[src/ufch_pkg.sv]
package ufch_pkg;
    localparam int CLK_HZ = 100000000;
    localparam logic [7:0] HS_RESET = 8'h01;
    localparam int BIT_CTS = 0;
    localparam int BIT_RTS = 1;
    localparam int BIT_DIR = 2;
    localparam int BIT_XON = 3;
    localparam int BIT_ACK = 4;
    localparam int BIT_WACK = 5;
    localparam int BUF_DEPTH = 256;
    localparam logic [8:0] BUF_FULL = 9'h100;
    localparam logic [7:0] MARGIN_RESET = 8'h04;
    localparam logic [7:0] CH_STOP = 8'h13;
    localparam logic [7:0] CH_RESUME = 8'h11;
    localparam logic [7:0] CH_ACK = 8'h06;
    localparam int RESUME_PERIOD_MS = 1000;
    localparam int ACK_WAIT_MS = 1000;
    localparam int IDLE_TIMEOUT_MS = 20;
    localparam int CYC_PER_MS = CLK_HZ / 1000;
    localparam logic [7:0] NAK_FORMAT = 8'h01;

    typedef struct packed {
        logic valid;
        logic [7:0] data;
    } ufch_byte_s;

    typedef enum logic [3:0] {
        TX_IDLE = 4'h1,
        TX_DIR = 4'h2,
        TX_SEND = 4'h4,
        TX_WAIT = 4'h8
    } ufch_tx_e;
endpackage

[src/ufch_filter.sv]
// Receive path gate: checks ack bytes and, with pacing on, admits data only while clear
module ufch_filter (
    input wire logic ref_clk,
    input wire logic arst_n,
    input wire ufch_pkg::ufch_byte_s rx_in,
    input wire logic cts_high,
    input wire logic pace_en,
    output ufch_pkg::ufch_byte_s data_out,
    output logic ack_seen
);
    typedef struct packed {
        ufch_pkg::ufch_byte_s d;
        logic a;
    } ufch_filt_s;
    ufch_filt_s st_ff, nxt_st;

    // Drop bytes arriving while the pacing line is high
    always_comb
    begin
        nxt_st.a = rx_in.valid && rx_in.data == ufch_pkg::CH_ACK;
        nxt_st.d.data = rx_in.data;
        nxt_st.d.valid = rx_in.valid && !(pace_en && cts_high);
    end

    always_ff @(posedge ref_clk or negedge arst_n)
    begin
        if (!arst_n)
            st_ff <= '0;
        else
            st_ff <= nxt_st;
    end

    assign data_out = st_ff.d;
    assign ack_seen = st_ff.a;
endmodule // ufch_filter

[src/ufch_handshake.sv]
// Overview of operation
// - Eight-bit handshake setting, bits 0 to 5 each enable one mechanism; resets to 0x01.
// - Bit 0: clear-to-send low while the input buffer can accept.
// - With pacing on, bytes arriving while clear-to-send is high are dropped.
// - Clear-to-send goes high a margin of bytes before full; default four.
// - Bit 1 on a gateway: send nothing while request-to-send is high.
// - Bit 2: clear-to-send low around each packet transmission for an RS485 driver.
// - Bit 3: send stop character 0x13 once buffer is within margin of full.
// - With software pacing and room, resend resume character every second.
// - Gateway uses software pacing only in transparent mode.
// - Bit 4 on a gateway: check each host command, answer ack or nak.
// - Reply byte one is the command number, nak byte two the reason.
// - Bit 5: gateway waits up to one second for host byte 0x06.
// - Without that byte in time, the gateway resends the same packet.
// - 256-byte input buffer; full triggers packet forming, later bytes lost.
// - Packet forming starts after input idle for 20 ms by default.
// - After buffer is sent, signal room again via clear-to-send or resume.
module ufch_handshake (
    input wire logic ref_clk,
    input wire logic arst_n,
    input wire logic cfg_we,
    input wire logic [7:0] cfg_wdata,
    input wire logic [7:0] margin,
    input wire logic is_gateway,
    input wire logic packet_mode,
    input wire ufch_pkg::ufch_byte_s rx_byte,
    input wire logic rts_n,
    input wire logic drain,
    input wire ufch_pkg::ufch_byte_s pkt_byte,
    input wire logic pkt_last,
    input wire logic cmd_bad,
    input wire logic tx_busy,
    output logic [7:0] handshake_select,
    output logic cts_n,
    output ufch_pkg::ufch_byte_s tx_byte,
    output logic pkt_ready,
    output logic form_packet,
    output logic [8:0] fill_level,
    output logic [7:0] rd_data,
    output logic retry_pulse
);
    typedef struct packed {
        logic [7:0] sel;
        logic [8:0] fill;
        logic [7:0] wp;
        logic [7:0] rp;
        logic cts;
        ufch_pkg::ufch_tx_e tx;
        ufch_pkg::ufch_byte_s out;
        logic stop_sent;
        logic resume_due;
        logic [7:0] cmd;
        logic [1:0] reply;
        logic form;
        logic pend;
        logic retry;
        logic [7:0] rd;
        logic [7:0] pkt_len;
        logic [7:0] pkt_idx;
    } ufch_st_s;
    ufch_st_s st_ff, nxt_st;
    logic [7:0] ibuf [0:ufch_pkg::BUF_DEPTH-1];
    logic [7:0] pbuf [0:ufch_pkg::BUF_DEPTH-1];
    ufch_pkg::ufch_byte_s rx_ok;
    logic ack_seen, resume_tick, ack_late, idle_out;
    logic sw_en, near_full, wr_buf;

    // Threshold test used by both the hardware and software pacing
    function automatic logic at_margin(input logic [8:0] fill, input logic [7:0] m);
        at_margin = ({1'b0, fill} + {2'b00, m}) >= {1'b0, ufch_pkg::BUF_FULL};
    endfunction

    ufch_filter u_filter (
        .ref_clk(ref_clk),
        .arst_n(arst_n),
        .rx_in(rx_byte),
        .cts_high(st_ff.cts),
        .pace_en(st_ff.sel[ufch_pkg::BIT_CTS]),
        .data_out(rx_ok),
        .ack_seen(ack_seen)
    );
    ufch_timer #(.MS(ufch_pkg::RESUME_PERIOD_MS)) u_resume (
        .ref_clk(ref_clk),
        .arst_n(arst_n),
        .load(resume_tick || !sw_en),
        .expired(resume_tick)
    );
    ufch_timer #(.MS(ufch_pkg::ACK_WAIT_MS)) u_ackwait (
        .ref_clk(ref_clk),
        .arst_n(arst_n),
        .load(st_ff.tx == ufch_pkg::TX_SEND && nxt_st.tx == ufch_pkg::TX_WAIT),
        .expired(ack_late)
    );
    ufch_timer #(.MS(ufch_pkg::IDLE_TIMEOUT_MS)) u_idle (
        .ref_clk(ref_clk),
        .arst_n(arst_n),
        .load(rx_ok.valid),
        .expired(idle_out)
    );

    assign sw_en = st_ff.sel[ufch_pkg::BIT_XON] && !(is_gateway && packet_mode);
    assign near_full = at_margin(st_ff.fill, margin);
    assign wr_buf = rx_ok.valid && st_ff.fill != ufch_pkg::BUF_FULL && !st_ff.form;

    // Input and packet buffers
    always_ff @(posedge ref_clk)
    begin
        if (wr_buf)
            ibuf[st_ff.wp] <= rx_ok.data;
        if (pkt_byte.valid)
            pbuf[st_ff.pkt_len] <= pkt_byte.data;
    end

    always_comb
    begin
        nxt_st = st_ff;
        nxt_st.form = 1'b0;
        nxt_st.retry = 1'b0;
        nxt_st.out.valid = 1'b0;
        // setting write; all eight bits taken
        if (cfg_we)
            nxt_st.sel = cfg_wdata;
        if (wr_buf)
        begin
            nxt_st.wp = st_ff.wp + 8'h01;
            nxt_st.fill = st_ff.fill + 9'h001;
        end
        // full forms at once; idle timeout forms
        if (!st_ff.form && st_ff.fill != 9'h000 &&
            ((wr_buf && st_ff.fill == ufch_pkg::BUF_FULL - 9'h001) || idle_out))
            nxt_st.form = 1'b1;
        if (drain)
        begin
            nxt_st.fill = 9'h000;
            nxt_st.rp = st_ff.wp;
            nxt_st.stop_sent = 1'b0;
            nxt_st.resume_due = sw_en;
        end
        if (resume_tick && sw_en && !near_full)
            nxt_st.resume_due = 1'b1;
        nxt_st.cts = near_full;
        if (st_ff.sel[ufch_pkg::BIT_DIR])
            nxt_st.cts = (st_ff.tx == ufch_pkg::TX_IDLE) && !tx_busy;
        else if (!st_ff.sel[ufch_pkg::BIT_CTS])
            nxt_st.cts = 1'b0;
        if (pkt_byte.valid && pkt_last && is_gateway && st_ff.sel[ufch_pkg::BIT_ACK])
        begin
            nxt_st.cmd = pkt_byte.data;
            nxt_st.reply = cmd_bad ? 2'h2 : 2'h1;
        end
        if (pkt_byte.valid && st_ff.tx == ufch_pkg::TX_IDLE)
            nxt_st.pkt_len = st_ff.pkt_len + 8'h01;
        nxt_st.pend = st_ff.pend || (pkt_byte.valid && pkt_last);
        unique case (st_ff.tx)
            ufch_pkg::TX_IDLE:
            begin
                if (!(is_gateway && st_ff.sel[ufch_pkg::BIT_RTS] && rts_n) && !tx_busy)
                begin
                    if (sw_en && near_full && !st_ff.stop_sent)
                    begin
                        nxt_st.out = '{1'b1, ufch_pkg::CH_STOP};
                        nxt_st.stop_sent = 1'b1;
                    end
                    else if (st_ff.resume_due && !near_full)
                    begin
                        nxt_st.out = '{1'b1, ufch_pkg::CH_RESUME};
                        nxt_st.resume_due = 1'b0;
                    end
                    else if (st_ff.reply != 2'h0)
                    begin
                        nxt_st.out = '{1'b1, (st_ff.reply == 2'h3) ? ufch_pkg::NAK_FORMAT : st_ff.cmd};
                        nxt_st.reply = (st_ff.reply == 2'h2) ? 2'h3 : 2'h0;
                    end
                    else if (st_ff.pend)
                    begin
                        nxt_st.pkt_idx = 8'h00;
                        nxt_st.tx = st_ff.sel[ufch_pkg::BIT_DIR] ? ufch_pkg::TX_DIR : ufch_pkg::TX_SEND;
                    end
                end
            end
            ufch_pkg::TX_DIR:
                nxt_st.tx = ufch_pkg::TX_SEND;
            ufch_pkg::TX_SEND:
            begin
                if (!tx_busy && !st_ff.out.valid &&
                    !(is_gateway && st_ff.sel[ufch_pkg::BIT_RTS] && rts_n))
                begin
                    nxt_st.out = '{1'b1, pbuf[st_ff.pkt_idx]};
                    nxt_st.pkt_idx = st_ff.pkt_idx + 8'h01;
                    if (st_ff.pkt_idx + 8'h01 == st_ff.pkt_len)
                        nxt_st.tx = (is_gateway && st_ff.sel[ufch_pkg::BIT_WACK]) ?
                            ufch_pkg::TX_WAIT : ufch_pkg::TX_IDLE;
                end
                if (nxt_st.tx == ufch_pkg::TX_IDLE)
                begin
                    nxt_st.pend = 1'b0;
                    nxt_st.pkt_len = 8'h00;
                end
            end
            ufch_pkg::TX_WAIT:
            begin
                if (ack_seen)
                begin
                    nxt_st.tx = ufch_pkg::TX_IDLE;
                    nxt_st.pend = 1'b0;
                    nxt_st.pkt_len = 8'h00;
                end
                else if (ack_late)
                begin
                    nxt_st.tx = ufch_pkg::TX_IDLE;
                    nxt_st.retry = 1'b1;
                end
            end
            default:
                nxt_st.tx = ufch_pkg::TX_IDLE;
        endcase
        nxt_st.rd = st_ff.sel;
    end

    always_ff @(posedge ref_clk or negedge arst_n)
    begin
        if (!arst_n)
        begin
            st_ff <= '0;
            st_ff.sel <= ufch_pkg::HS_RESET;
            st_ff.cts <= 1'b1;
            st_ff.tx <= ufch_pkg::TX_IDLE;
            st_ff.rd <= ufch_pkg::HS_RESET;
        end
        else
            st_ff <= nxt_st;
    end

    // Drivers straight from state flops
    assign handshake_select = st_ff.sel;
    assign cts_n = st_ff.cts;
    assign tx_byte = st_ff.out;
    assign pkt_ready = st_ff.pend;
    assign form_packet = st_ff.form;
    assign fill_level = st_ff.fill;
    assign rd_data = st_ff.rd;
    assign retry_pulse = st_ff.retry;

    property p_cts_margin;
        @(posedge ref_clk) disable iff (!arst_n)
        (st_ff.sel[1:0] == 2'b01 && st_ff.sel[ufch_pkg::BIT_DIR] == 1'b0 && near_full) |=> cts_n;
    endproperty
    a_cts_margin: assert property (p_cts_margin) else $error("cts not high near full");

    property p_drop;
        @(posedge ref_clk) disable iff (!arst_n)
        (rx_byte.valid && st_ff.cts && st_ff.sel[0]) |=> !rx_ok.valid;
    endproperty
    a_drop: assert property (p_drop) else $error("byte accepted while cts high");

    property p_stop_char;
        @(posedge ref_clk) disable iff (!arst_n)
        (tx_byte.valid && tx_byte.data == ufch_pkg::CH_STOP) |-> $past(sw_en);
    endproperty
    a_stop_char: assert property (p_stop_char) else $error("stop sent without software pacing");

    property p_rts_hold;
        @(posedge ref_clk) disable iff (!arst_n)
        (is_gateway && st_ff.sel[ufch_pkg::BIT_RTS] && rts_n) |=> !tx_byte.valid;
    endproperty
    a_rts_hold: assert property (p_rts_hold) else $error("sent while rts high");

    property p_reset_sel;
        @(posedge ref_clk) $rose(arst_n) |-> handshake_select == ufch_pkg::HS_RESET || $past(cfg_we);
    endproperty
    a_reset_sel: assert property (p_reset_sel) else $error("setting not default after reset");

    property p_retry;
        @(posedge ref_clk) disable iff (!arst_n)
        (st_ff.tx == ufch_pkg::TX_WAIT && ack_late && !ack_seen) |=> retry_pulse && pkt_ready;
    endproperty
    a_retry: assert property (p_retry) else $error("no resend after ack timeout");

    property p_full_loss;
        @(posedge ref_clk) disable iff (!arst_n)
        (st_ff.fill == ufch_pkg::BUF_FULL && !drain) |=> fill_level == ufch_pkg::BUF_FULL;
    endproperty
    a_full_loss: assert property (p_full_loss) else $error("fill moved past full");

    property p_dir;
        @(posedge ref_clk) disable iff (!arst_n)
        (st_ff.sel[2] && st_ff.tx == ufch_pkg::TX_SEND) |=> !cts_n;
    endproperty
    a_dir: assert property (p_dir) else $error("direction not low while sending");
endmodule // ufch_handshake

[src/ufch_timer.sv]
// Millisecond-scaled countdown; expires once after load, then stops
module ufch_timer #(
    parameter int MS = 1000
) (
    input wire logic ref_clk,
    input wire logic arst_n,
    input wire logic load,
    output logic expired
);
    localparam int CYC = MS * ufch_pkg::CYC_PER_MS;
    typedef struct packed {
        logic [27:0] cnt;
        logic run;
        logic exp;
    } ufch_tmr_s;
    ufch_tmr_s st_ff, nxt_st;

    // Count down from the load point to one expiry pulse
    always_comb
    begin
        nxt_st = st_ff;
        nxt_st.exp = 1'b0;
        if (load)
        begin
            nxt_st.cnt = 28'(CYC - 1);
            nxt_st.run = 1'b1;
        end
        else if (st_ff.run)
        begin
            if (st_ff.cnt == 28'h0000000)
            begin
                nxt_st.run = 1'b0;
                nxt_st.exp = 1'b1;
            end
            else
                nxt_st.cnt = st_ff.cnt - 28'h0000001;
        end
    end

    always_ff @(posedge ref_clk or negedge arst_n)
    begin
        if (!arst_n)
            st_ff <= '0;
        else
            st_ff <= nxt_st;
    end

    assign expired = st_ff.exp;
endmodule // ufch_timer
[config.mk]
export PLATFORM = sky130hd
export DESIGN_NAME = ufch_handshake
export DESIGN_NICKNAME = d
export VERILOG_FILES = /design/src/ufch_pkg.sv /design/src/ufch_filter.sv /design/src/ufch_handshake.sv /design/src/ufch_timer.sv
export SDC_FILE = /design/constraint.sdc
export NUM_CORES = 2
export LEC_CHECK = 0
export BUFFER_PORTS_ARGS = -buffer_cell sky130_fd_sc_hd__buf_2
export CELL_PAD_IN_SITES_DETAIL_PLACEMENT = 0
export CELL_PAD_IN_SITES_GLOBAL_PLACEMENT = 1
export CORE_AREA = 2 2 666 536
export CTS_CLUSTER_SIZE = 14
export DETAILED_ROUTE_END_ITERATION = 16
export DIE_AREA = 0 0 668 538
export GPL_TIMING_DRIVEN = 0
export PLACE_DENSITY = 0.46
export SYNTH_ARGS = -nofsm -noshare
export SYNTH_HDL_FRONTEND = slang
export SYNTH_SLANG_ARGS = --single-unit
[constraint.sdc]
create_clock -name ref_clk -period 7.35 [get_ports ref_clk]
set_input_delay 1.47 -clock ref_clk [delete_from_list [all_inputs] [get_ports ref_clk]]
set_output_delay 1.47 -clock ref_clk [all_outputs]
set_load 0.01 [all_outputs]
==> results.cfg <==
[run_status]
status = complete, but fails checks
violations = max-capacitance violations, max-slew violations

[grt]
grt_pass1_wl_um = 498100
grt_pass1_vias = 48420
grt-ovfl-total = 0
track_usage_pct = 21.18
grt_max_degree = 138
grt_antenna_before_repair = 67

[die]
start_util_pct = 24.86
core_mm2 = 0.3536
die_h_um = 538
die_w_um = 668
dieArea_mm2 = 0.3594
rows = 196
ioPinCount = 82

[placement]
gp_congestion = 0.9314
port_buffers = 80
dp_cells = 9459
hpwl_um = 256000

[finish]
final_layout_size_suffix_gt1_share_pct = 22.80
nets = 5000
area_growth_pct = 16.11
stdcell_count = 9873

[critical_path]
crit_path_max_fanout = 11
crit_arrival_ns = 8.09
r2r_cells = 11
startpoint = st_ff[1]$_DFFE_PN0P_
r2r_setup_slack_ns = 0.09
crit_path_end_kind = flip-flop
critical_path_required_ns = 8.19
crit_type = flip-flop to flip-flop
start_kind = flip-flop
worstSetupEndpoint = tx_byte[3]$_DFFE_PN0P_
rr_endpoint = tx_byte[3]$_DFFE_PN0P_
r2r-start = st_ff[1]$_DFFE_PN0P_

[yosys]
synthFlopType = edfxtp_1
async_reset_ff_share_pct = 7.330
ys_warn_count = 0
syn_area_per_cell_um2 = 19.13
yosys.cell_types.count = 90
synth_edf_count = 2048
synthCells = 4595
ys_ff_latch = 2210
synth.cell_area_mm2 = 0.08791
ys_seq_area_share_pct = 74.57
syn_nets = 4657

[route]
routed_wl_um = 388600
vias = 51140
firstDrtPassIters = 6
wl_per_cell_um = 39.36
drtIter0Drc = 8375
vias_per_cell = 5.180
drc = 0
drtAntennaViolNets = 0

[timing]
fin_tns_setup_ns = 0
rsz0062_at_grt = false
post-route-period-util_pct = 98.71
relSlewSlack_pct = -10.89
finalSetupViolCount = 0
finalHoldViolations = 0
clock-skew-final_ns = 0.04821
tightest_slew_ns = 1.663
max_freq_ghz = 0.1378
final-max-slew-violation-count = 67
fin_crit_ns = 7.255

[cts]
cts_tree = yes
cts.repair.resized = 0
post-cts-setup-buffers = 0
clock_sinks = 2210
root_buffer = clkbuf_16
htree_levels = 4
insertion_delay_ns = 0.95
numCtsBuffers = 227
cts_hold_buf = 0
clk_pin_slew_ns = 0.06
clk_path_buf_depth = 4

[pwr]
p_leak_nw = 31.09
powerDensity_mw_per_mm2 = 317.7
ir_drop_uv = 196.6

[hold_path]
hold_class = flip-flop to flip-flop

[run]
drv_cap = 10
report_power, final:
part | switching, mW | internal (mW)
clock network | 5.16 | 6.11
registers | 0.115 | 13.9
logic | 4.95 | 2.17
total | 10.2 | 22.2
registers in the layout, indices dropped and copies added (netlist names), 8 cells and up:
| name | cells |
|---|---|
| fill_level | 9 |
| rd_data | 8 |
| handshake_select | 8 |
| tx_byte | 9 |
| u_idle.st_ff | 29 |
| st_ff | 32 |
| u_ackwait.st_ff | 29 |
| u_resume.st_ff | 29 |
| pbuf | 2048 |
metal layers:
metal	track usage, %	part of all wire, %
met4	6.204	3.2
met3	6.909	11
met2	30.10	41
met5	0	0.038
met1	30.60	44
synthesized netlist by cell type (19+ instances only):
master / n / area (µm²)
a211oi_1: 19 / 142.6
a21oi_1: 58 / 290.3
a22oi_1: 90 / 675.7
a31oi_1: 21 / 131.4
and3_1: 20 / 125.1
buf_2: 91 / 455.4
buf_4: 71 / 533.0
clkbuf_1: 106 / 397.9
dfrtp_1: 158 / 3954
edfxtp_1: 2048 / 61500
inv_1: 24 / 90.09
mux2_2: 32 / 360.4
mux2i_1: 168 / 1682
mux4_2: 475 / 10700
nand2_1: 155 / 581.8
nand2b_1: 20 / 125.1
nand3_1: 90 / 450.4
nand4_1: 27 / 168.9
nor2_1: 390 / 1464
nor2b_1: 34 / 212.7
nor3_1: 36 / 180.2
o21ai_0: 46 / 230.2
o22ai_1: 37 / 231.5
xnor2_1: 38 / 332.8
xor2_1: 49 / 429.2
cell type report:
cell class                      count  area, µm²
Timing Repair Buffer              114       1281
Inverter                           25      93.84
Clock inverter                    103      792.0
Fill cell                       35090     251600
Buffer                            289       1560
Tap cell                         4752       5946
Sequential cell                  2210      65560
Antenna cell                       15      37.54
Clock buffer                      294       6006
Multi-Input combinational cell   2071      20800
critical path, stage by stage (launching register included):
cell and delay [ns]:
dfrtp_1 0.37, buf_2 0.35, buf_2 0.50, buf_4 0.45
buf_4 0.55, buf_2 0.89, buf_2 1.05, mux2i_1 0.24
a221oi_1 1.27, a31oi_1 0.33, a21oi_1 0.80, a221o_1 0.21
cells in the final DEF (no fill, tap or decap), types with 21 or more instances in the layout:
| cell | n |
|---|---|
| clkbuf_16 | 230 |
| nor3_1 | 35 |
| a21oi_1 | 58 |
| xnor2_1 | 38 |
| mux4_2 | 475 |
| clkbuf_2 | 39 |
| clkbuf_1 | 130 |
| nand4_1 | 27 |
| o21ai_0 | 46 |
| a31oi_1 | 21 |
| nor2_1 | 387 |
| mux2i_1 | 168 |
| clkinv_2 | 31 |
| inv_1 | 24 |
| mux2_2 | 32 |
| buf_2 | 175 |
| clkinv_1 | 52 |
| edfxtp_1 | 2048 |
| a22oi_1 | 90 |
| nand2_1 | 155 |
| nand3_1 | 89 |
| buf_4 | 71 |
| nor2b_1 | 31 |
| xor2_1 | 49 |
| o22ai_1 | 37 |
| dfrtp_1 | 158 |
kinds of logic (layout without fill, tap and decap cells):
logic type               Yosys count  in the layout  share of synthesized area, %
AO/OA/AOI/OAI                    403            403                         3.238
XOR/XNOR                          87             87                        0.8667
flip-flops                      2210           2210                         74.57
adder cells (fa/ha/maj)           18             18                        0.2562
AND/OR/NAND/NOR                  888            888                         4.769
other                              0             15                             0
buffers and inverters            314            825                         1.807
multiplexers                     675            675                         14.49
worst min-delay path by stage:
stage	start	endpoint	slack (ns)	cells past startpoint
floorplan	handshake_select[0]$_DFFE_PN1P_	rd_data[0]$_DFF_PN1_	0.37	0
global placement	handshake_select[7]$_DFFE_PN0P_	rd_data[7]$_DFF_PN0_	0.39	0
detailed placement	handshake_select[6]$_DFFE_PN0P_	rd_data[6]$_DFF_PN0_	0.40	0
CTS	handshake_select[6]$_DFFE_PN0P_	rd_data[6]$_DFF_PN0_	0.40	0
global route	handshake_select[0]$_DFFE_PN1P_	rd_data[0]$_DFF_PN1_	0.41	0
finish	handshake_select[6]$_DFFE_PN0P_	rd_data[6]$_DFF_PN0_	0.40	0
metrics by stage:
step	util (%)	total power [mW]	hold WS (ns)	area [µm²]	worst slack [ns]
2_1_floorplan	-	17.58	0.3713	87910	3.591
3_3_place_gp	26.65	21.31	0.3912	94260	0.1338
3_5_place_dp	26.92	21.32	0.3969	95210	0.5810
4_1_cts	28.85	32.44	0.4015	102000	0.5443
5_1_grt	28.85	33.04	0.4137	102000	0.1401
6_report	28.86	32.43	0.4023	102100	0.09481
Power figures use the tool's default switching activity.
